[config.mk]
export PLATFORM = sky130hd
export DESIGN_NAME = flat_field_and_timecode_source
export DESIGN_NICKNAME = d
export VERILOG_FILES = /design/src/ffsrc_pkg.sv /design/src/flat_field_and_timecode_source.sv
export VERILOG_INCLUDE_DIRS = /design/src /design/src/src
export SDC_FILE = /design/constraint.sdc
export NUM_CORES = 1
export LEC_CHECK = 0
export BUFFER_PORTS_ARGS = -buffer_cell sky130_fd_sc_hd__buf_2
export CAP_MARGIN = 20
export CORE_MARGIN = 1.5
export CORE_UTILIZATION = 40
export DETAILED_ROUTE_END_ITERATION = 6
export PLACE_DENSITY_LB_ADDON = 0.12
export SLEW_MARGIN = 20
export SYNTH_ARGS = -nofsm -noshare
export SYNTH_HDL_FRONTEND = slang
export SYNTH_SLANG_ARGS = --single-unit
[constraint.sdc]
create_clock -name hclk -period 6.6 [get_ports hclk]
set_input_delay 0.66 -clock hclk [delete_from_list [all_inputs] [get_ports hclk]]
set_output_delay 0.66 -clock hclk [all_outputs]
set_load 0.05 [all_outputs]
[src/ffsrc_defines.svh]
// register offsets, field positions and constants of the flat field source
`ifndef FFSRC_DEFINES_SVH
`define FFSRC_DEFINES_SVH

`define OFF_CTRL        8'h00
`define OFF_PRESET      8'h04
`define OFF_STATUS      8'h08
`define OFF_TC_OUT      8'h0c
`define OFF_IRQ_STATUS  8'h10
`define OFF_IRQ_MASK    8'h14

`define CTRL_MODE_LSB   0
`define CTRL_MODE_MSB   1
`define CTRL_FMT_LSB    2
`define CTRL_FMT_MSB    6
`define CTRL_COLOR_LSB  7
`define CTRL_COLOR_MSB  10
`define CTRL_PASS_BIT   11
`define CTRL_DOWN_BIT   12
`define CTRL_HOLD_BIT   13
`define CTRL_INS_BIT    14
`define CTRL_WIDTH      15
`define CTRL_RESET      15'h0000

`define PRESET_LOAD_BIT 31
`define TC_WIDTH        23

`define IRQ_FLAT_BIT    0
`define IRQ_LOSS_BIT    1
`define IRQ_FAIL_BIT    2
`define IRQ_WIDTH       3

`define HOUR_LAST       5'h17
`define MIN_LAST        6'h3b
`define SEC_LAST        6'h3b
`define COLOR_COUNT     4'h9

`endif

[src/ffsrc_pkg.sv]
// types shared by the flat field and timecode source
`default_nettype none
package ffsrc_pkg;
	typedef enum logic [1:0] {
		FLAT_OFF     = 2'b00,
		FLAT_MANUAL  = 2'b01,
		FLAT_ON_LOSS = 2'b10,
		FLAT_RSVD    = 2'b11
	} flat_mode_t;

	typedef enum logic [1:0] {
		SRC_NONE     = 2'b00,
		SRC_INPUT    = 2'b01,
		SRC_FREE_RUN = 2'b10
	} tc_src_t;

	typedef struct packed {
		logic [4:0] hours;
		logic [5:0] minutes;
		logic [5:0] seconds;
		logic [5:0] frames;
	} timecode_t;
endpackage
`default_nettype wire

[src/flat_field_and_timecode_source.sv]
// flat field insertion and timecode source selection for one video path
//
// The address map and register access over AHB-Lite were left to the implementer.
`default_nettype none
`include "ffsrc_defines.svh"

module flat_field_and_timecode_source #(
	parameter int         VIDEO_WIDTH = 20,
	parameter logic [5:0] FRAME_LAST  = 6'h1d
) (
	input  wire logic                     hclk,
	input  wire logic                     hresetn,
	input  wire logic                     hsel,
	input  wire logic [31:0]              haddr,
	input  wire logic [1:0]               htrans,
	input  wire logic                     hwrite,
	input  wire logic [2:0]               hsize,
	input  wire logic [31:0]              hwdata,
	input  wire logic                     hready,
	output logic                          hreadyout,
	output logic                          hresp,
	output logic [31:0]                   hrdata,
	input  wire logic [VIDEO_WIDTH-1:0]   vid_in_data,
	input  wire logic                     vid_in_valid,
	input  wire logic                     rx_locked,
	input  wire logic                     rx_format_known,
	input  wire logic [4:0]               rx_format,
	input  wire logic                     frame_tick,
	input  wire logic                     ext_tc_valid,
	input  wire ffsrc_pkg::timecode_t     ext_tc,
	output logic [VIDEO_WIDTH-1:0]        vid_out_data,
	output logic                          vid_out_valid,
	output logic [4:0]                    vid_out_format,
	output logic                          flat_active,
	output ffsrc_pkg::timecode_t          tc_out,
	output ffsrc_pkg::tc_src_t            tc_source,
	output logic                          irq
);
	import ffsrc_pkg::*;

	localparam int HALF = VIDEO_WIDTH / 2;

	// configuration and interrupt state
	logic [`CTRL_WIDTH-1:0] ctrl, next_ctrl;
	logic [`IRQ_WIDTH-1:0]  irq_status, next_irq_status;
	logic [`IRQ_WIDTH-1:0]  irq_mask, next_irq_mask;
	timecode_t              preset, next_preset;
	logic [31:0]            next_hrdata;
	logic [7:0]             wr_addr, next_wr_addr;
	logic                   wr_pend, next_wr_pend;

	// datapath state
	timecode_t              counter, next_counter;
	timecode_t              last_ext, next_last_ext;
	timecode_t              next_tc_out;
	tc_src_t                next_tc_source;
	logic [VIDEO_WIDTH-1:0] next_vid_out_data;
	logic                   next_vid_out_valid;
	logic [4:0]             next_vid_out_format;
	logic                   next_flat_active;
	logic                   input_lost_d, next_input_lost_d;
	logic                   ext_lost_d, next_ext_lost_d;

	flat_mode_t  mode;
	logic [4:0]  cfg_format;
	logic [3:0]  cfg_color;
	logic        passthrough;
	logic        count_down;
	logic        hold_at_zero;
	logic        insert_en;
	logic        input_lost;
	logic        ext_lost;
	logic        free_running;
	logic        flat_now;
	logic        addr_phase;
	logic        wr_now;
	logic        preset_load;
	logic [`IRQ_WIDTH-1:0] irq_events;
	timecode_t   stepped;

	assign mode         = flat_mode_t'(ctrl[`CTRL_MODE_MSB:`CTRL_MODE_LSB]);
	assign cfg_format   = ctrl[`CTRL_FMT_MSB:`CTRL_FMT_LSB];
	assign cfg_color    = ctrl[`CTRL_COLOR_MSB:`CTRL_COLOR_LSB];
	assign passthrough  = ctrl[`CTRL_PASS_BIT];
	assign count_down   = ctrl[`CTRL_DOWN_BIT];
	assign hold_at_zero = ctrl[`CTRL_HOLD_BIT];
	assign insert_en    = ctrl[`CTRL_INS_BIT];

	// zero wait states, always OKAY
	assign hreadyout = 1'b1;
	assign hresp     = 1'b0;

	assign input_lost = !(rx_locked && rx_format_known);
	// the reserved mode code behaves as disabled
	assign flat_now   = (mode == FLAT_MANUAL) ||
	                    (mode == FLAT_ON_LOSS && input_lost);

	assign ext_lost     = passthrough && !ext_tc_valid;
	assign free_running = !passthrough || ext_lost;

	assign addr_phase  = hsel && htrans[1] && hready;
	assign wr_now      = wr_pend;
	assign preset_load = wr_now && wr_addr == `OFF_PRESET &&
	                     hwdata[`PRESET_LOAD_BIT];

	// ycbcr level pairs for the nine colours; out of range codes give black
	function automatic logic [VIDEO_WIDTH-1:0] colour(input logic [3:0] c);
		logic [HALF-1:0] y;
		logic [HALF-1:0] cx;
		y  = HALF'(64);
		cx = HALF'(512);
		unique case (c)
			4'h0: begin y = HALF'(64);  cx = HALF'(512); end // black
			4'h1: begin y = HALF'(940); cx = HALF'(512); end // white
			4'h2: begin y = HALF'(502); cx = HALF'(512); end // grey
			4'h3: begin y = HALF'(250); cx = HALF'(409); end // red
			4'h4: begin y = HALF'(691); cx = HALF'(167); end // green
			4'h5: begin y = HALF'(127); cx = HALF'(960); end // blue
			4'h6: begin y = HALF'(877); cx = HALF'(64);  end // yellow
			4'h7: begin y = HALF'(754); cx = HALF'(615); end // cyan
			4'h8: begin y = HALF'(314); cx = HALF'(857); end // magenta
			default: begin y = HALF'(64); cx = HALF'(512); end
		endcase
		return {y, cx};
	endfunction

	// one frame step of the internal counter
	always_comb begin
		stepped = counter;
		if (count_down) begin
			if (counter.frames != 6'h00) begin
				stepped.frames = counter.frames - 6'h01;
			end else if (counter.seconds != 6'h00) begin
				stepped.frames  = FRAME_LAST;
				stepped.seconds = counter.seconds - 6'h01;
			end else if (counter.minutes != 6'h00) begin
				stepped.frames  = FRAME_LAST;
				stepped.seconds = `SEC_LAST;
				stepped.minutes = counter.minutes - 6'h01;
			end else if (counter.hours != 5'h00) begin
				stepped.frames  = FRAME_LAST;
				stepped.seconds = `SEC_LAST;
				stepped.minutes = `MIN_LAST;
				stepped.hours   = counter.hours - 5'h01;
			end else if (!hold_at_zero) begin
				stepped.frames  = FRAME_LAST;
				stepped.seconds = `SEC_LAST;
				stepped.minutes = `MIN_LAST;
				stepped.hours   = `HOUR_LAST;
			end
		end else begin
			// frames past the rate limit (after a preset) also roll over
			if (counter.frames < FRAME_LAST) begin
				stepped.frames = counter.frames + 6'h01;
			end else begin
				stepped.frames = 6'h00;
				if (counter.seconds < `SEC_LAST) begin
					stepped.seconds = counter.seconds + 6'h01;
				end else begin
					stepped.seconds = 6'h00;
					if (counter.minutes < `MIN_LAST) begin
						stepped.minutes = counter.minutes + 6'h01;
					end else begin
						stepped.minutes = 6'h00;
						if (counter.hours < `HOUR_LAST) begin
							stepped.hours = counter.hours + 5'h01;
						end else begin
							stepped.hours = 5'h00;
						end
					end
				end
			end
		end
	end

	// timecode source, counter and video path
	always_comb begin
		next_last_ext = last_ext;
		if (ext_tc_valid) begin
			next_last_ext = ext_tc;
		end
		next_counter = counter;
		if (passthrough && ext_tc_valid) begin
			// shadow the input so the counter is already seeded on loss
			next_counter = ext_tc;
		end else if (ext_lost && !ext_lost_d) begin
			next_counter = last_ext;
		end else if (preset_load && free_running) begin
			// the start value rides in the same write as its load bit
			next_counter = timecode_t'(hwdata[`TC_WIDTH-1:0]);
		end else if (frame_tick && free_running) begin
			next_counter = stepped;
		end

		if (!insert_en) begin
			next_tc_source = SRC_NONE;
		end else if (free_running) begin
			next_tc_source = SRC_FREE_RUN;
		end else begin
			next_tc_source = SRC_INPUT;
		end
		// passed-through timecode bypasses the counter untouched
		next_tc_out = free_running ? counter : ext_tc;

		next_flat_active = flat_now;
		if (flat_now) begin
			next_vid_out_data   = colour(cfg_color);
			next_vid_out_valid  = 1'b1;
			next_vid_out_format = cfg_format;
		end else begin
			next_vid_out_data   = vid_in_data;
			next_vid_out_valid  = vid_in_valid;
			next_vid_out_format = rx_format;
		end
		next_input_lost_d = input_lost;
		next_ext_lost_d   = ext_lost;
	end

	always_ff @(posedge hclk or negedge hresetn) begin
		if (!hresetn) begin
			counter        <= '0;
			last_ext       <= '0;
			tc_out         <= '0;
			tc_source      <= SRC_NONE;
			vid_out_data   <= '0;
			vid_out_valid  <= 1'b0;
			vid_out_format <= '0;
			flat_active    <= 1'b0;
			input_lost_d   <= 1'b0;
			ext_lost_d     <= 1'b0;
		end else begin
			counter        <= next_counter;
			last_ext       <= next_last_ext;
			tc_out         <= next_tc_out;
			tc_source      <= next_tc_source;
			vid_out_data   <= next_vid_out_data;
			vid_out_valid  <= next_vid_out_valid;
			vid_out_format <= next_vid_out_format;
			flat_active    <= next_flat_active;
			input_lost_d   <= next_input_lost_d;
			ext_lost_d     <= next_ext_lost_d;
		end
	end

	assign irq_events[`IRQ_FLAT_BIT] = flat_now && !flat_active;
	assign irq_events[`IRQ_LOSS_BIT] = input_lost && !input_lost_d;
	assign irq_events[`IRQ_FAIL_BIT] = ext_lost && !ext_lost_d;

	// bus slave and registers
	always_comb begin
		next_ctrl     = ctrl;
		next_preset   = preset;
		next_irq_mask = irq_mask;
		next_wr_pend  = addr_phase && hwrite;
		next_wr_addr  = addr_phase ? haddr[7:0] : wr_addr;
		// a new event wins over a clear in the same cycle
		next_irq_status = irq_status;
		if (wr_now && wr_addr == `OFF_IRQ_STATUS) begin
			next_irq_status = irq_status & ~hwdata[`IRQ_WIDTH-1:0];
		end
		next_irq_status = next_irq_status | irq_events;
		if (wr_now) begin
			unique case (wr_addr)
				`OFF_CTRL: next_ctrl = hwdata[`CTRL_WIDTH-1:0];
				`OFF_PRESET: next_preset = hwdata[`TC_WIDTH-1:0];
				`OFF_IRQ_MASK: next_irq_mask = hwdata[`IRQ_WIDTH-1:0];
				default: ;
			endcase
		end
		next_hrdata = hrdata;
		if (addr_phase && !hwrite) begin
			unique case (haddr[7:0])
				`OFF_CTRL: next_hrdata = 32'(ctrl);
				`OFF_PRESET: next_hrdata = 32'(preset);
				`OFF_STATUS: next_hrdata = {22'h000000, tc_source,
				                            rx_format, rx_format_known,
				                            rx_locked, flat_active};
				`OFF_TC_OUT: next_hrdata = 32'(tc_out);
				`OFF_IRQ_STATUS: next_hrdata = 32'(irq_status);
				`OFF_IRQ_MASK: next_hrdata = 32'(irq_mask);
				default: next_hrdata = 32'h00000000;
			endcase
		end
	end

	always_ff @(posedge hclk or negedge hresetn) begin
		if (!hresetn) begin
			ctrl       <= `CTRL_RESET;
			preset     <= '0;
			irq_mask   <= '0;
			irq_status <= '0;
			hrdata     <= 32'h00000000;
			wr_pend    <= 1'b0;
			wr_addr    <= 8'h00;
		end else begin
			ctrl       <= next_ctrl;
			preset     <= next_preset;
			irq_mask   <= next_irq_mask;
			irq_status <= next_irq_status;
			hrdata     <= next_hrdata;
			wr_pend    <= next_wr_pend;
			wr_addr    <= next_wr_addr;
		end
	end

	assign irq = |(irq_status & irq_mask);

endmodule // flat_field_and_timecode_source
`default_nettype wire

==> flow_metrics.tcl <==
set metrics [dict create \
    status "completed" \
    clock_sinks 176 \
    drt_iter0_markers 604 \
    path_clk_slew_ps 70 \
    critPathRequiredTime_ps 6930 \
    clk_latency_ps 440 \
    hold_viol 0 \
    fin_setup_tns_ps 0 \
    grt_pass1_vias 7174 \
    irDropWorstVdd_uv 143 \
    syn_avg_cell_area_um2 10.1 \
    path_delay_family "simple AND/OR/NAND/NOR gates" \
    wire_per_inst_um 19.8 \
    clockBufferDepth 2 \
    p_leak_uw 0.00487 \
    multi_input_comb_area_um2 4180 \
    post_cts_buffers 0 \
    die_w_um 153 \
    ys_seq_elements 176 \
    vias 7279 \
    core_area_um2 21900 \
    ys_seq_area_share_pct 49.2 \
    grt_max_degree 105 \
    area_growth_syn_to_layout_pct 17.9 \
    cts_htree_levels 4 \
    syn_area_um2 8950 \
    period_needed_ps 2920 \
    rsz0062_at_grt "no" \
    max_freq_ghz 0.342 \
    p_per_area_nw_per_um2 365 \
    syn_inst 884 \
    worst_pin_slew_ps 1060 \
    die_h_um 153 \
    cts_resized 0 \
    start_util_pct 40.9 \
    max_cap_violations 0 \
    ant_nets 0 \
    finClkSkew_ps 10.9 \
    gr-usage-all-layers_pct 23.0 \
    final_cell_mix "dfrtp_1, buf_2, nand2_1, o21ai_0, mux2_2" \
    layout_commonest_cell "dfrtp_1" \
    period_share_pct 44.3 \
    drt-total-wl_um 26000 \
    cts-root-buf "clkbuf_16" \
    drc 0 \
    fillers 2096 \
    rows 54 \
    slew_violations 0 \
    synth.distinct_cells 75 \
    synth-edff-count 0 \
    cp_num_buf_inv 1 \
    crit_type "reg2reg" \
    cp_cell_sequence "inv_1, ha_1, nor4b_1, nand4_1, o31ai_1, nand2_2, o21a_1, a22o_1" \
    synth_ff_type "dfrtp_1" \
    drt-pass1-iter-count 5 \
    viasPerCell 5.54 \
    end_kind "flip-flop" \
    synthArstFlopShare_pct 100 \
    cts_tree "built" \
    cp_slowest_cell "nor4b_1" \
    final_net_count 1161 \
    ios 214 \
    io_buffers 166 \
    crit_fanout 10 \
    ys_warn_count 0 \
    seqCellArea_um2 4400 \
    setup_viol 0 \
    hold_buffers 0 \
    dieArea_um2 23300 \
    relSlewSlack_pct 29.1 \
    place_congestion 0.830 \
    dp_hpwl_um 18200 \
    antenna_found_initial 0 \
    cp.arrival_ps 3250 \
    fin_util_pct 48.2 \
    drive_gt1_share_pct 29.6 \
    worst_setup_path_start_kind "flip-flop" \
    slowest_delay_ps 710 \
    cts_inserted_buffers 17 \
    total_power_uw 3850 \
    overflow 0 \
    grt_pass1_wl_um 41700 \
    antennaDiodeCount 0 \
    hp-class "in2async" \
]
==> power by group <==
group,internal (uW),leakage (uW),total (uW),switching [uW]
clock network,563,0.000286,1000,441
logic,458,0.00242,1300,843
registers,1280,0.00217,1550,270
total,2300,0.00487,3850,1550
==> metrics by stage <==
step                      worst slack, ps  hold slack (ps)  instances  instance area (um^2)
after floorplan                      4180              364        893                  8980
after global placement               3350              457       1281                  9960
after detailed placement             3360              468       1281                  9960
after CTS                            3750              394       1313                 10500
after global routing                 3430              401       1313                 10500
final                                3680              345       1313                 10500
==> flip-flops by register name, summed over array words and instances, names as in the netlist <==
signal and cells:
tc_out 23, input_lost_d 1, wr_now 1, hrdata 23, irq_mask 3, vid_out_data 20
irq_status 3, wr_addr 8, ctrl 15, vid_out_valid 1, ext_lost_d 1, vid_out_format 5
last_ext 23, flat_active 1, tc_source 2, preset 23, counter 23
==> cell usage after synthesis, types with 4 or more instances <==
master	n	area, um^2
dfrtp_1	176	4400
nand2_1	121	454
o21ai_0	77	385
mux2_2	72	811
clkbuf_1	49	184
a21oi_1	47	235
nor2_1	34	128
inv_1	24	90.1
a22oi_1	22	165
nand3_1	19	95.1
a31oi_1	17	106
nor3_1	15	75.1
ha_1	14	175
a21o_1	13	97.6
o211ai_1	13	97.6
buf_4	11	82.6
a22o_1	10	87.6
o21a_1	8	60.1
o31ai_1	8	60.1
xnor2_1	8	70.1
a222oi_1	7	70.1
and2_1	6	37.5
buf_2	6	30.0
nor3b_1	6	45.0
xor2_1	6	52.6
nand4_1	5	31.3
a211o_1	4	35.0
a211oi_1	4	30.0
nand2b_1	4	25.0
nor2b_1	4	25.0
nor4_1	4	25.0
==> final cells by class <==
cell class	instances	share of cell area, %
Multi-Input combinational cell	622	39.7
Sequential cell	176	41.8
Clock inverter	11	0.985
Inverter	24	0.854
Clock buffer	21	4.56
Timing Repair Buffer	179	8.86
Tap cell	280	3.32
==> kinds of logic after synthesis <==
group	synth area share, %
xor+xnor	1.37
flops	49.2
simple gates	13.2
mux	10.2
fa+ha+maj	1.96
compound gates	19.3
buf+inv	4.78
other cells	0.0839
==> metal layers <==
layer  GRT usage, %  share of wire (%)  up-vias
li1               -                  -     3451
met1           33.9                 48     3566
met2           34.8                 45      230
met3           3.87                5.0       32
met4           6.50                1.5        0
met5              0                  0        -
==> final timing paths <==
| check | from | to | slack, ps | cells after the start |
|---|---|---|---|---|
| min in group hclk | vid_in_valid | vid_out_valid | 410 | 2 |
| max reg2reg | counter[18] | counter[5] | 3680 | 8 |
| min reg2reg | hrdata[22] | hrdata[22] | 480 | 2 |
| max | counter[18] | counter[5] | 3680 | 8 |
| min | hresetn | hrdata[3] | 350 | 1 |
| max in group asynchronous | hresetn | counter[15] | 4720 | 2 |
Note: power is estimated with default switching activity, not from simulation.
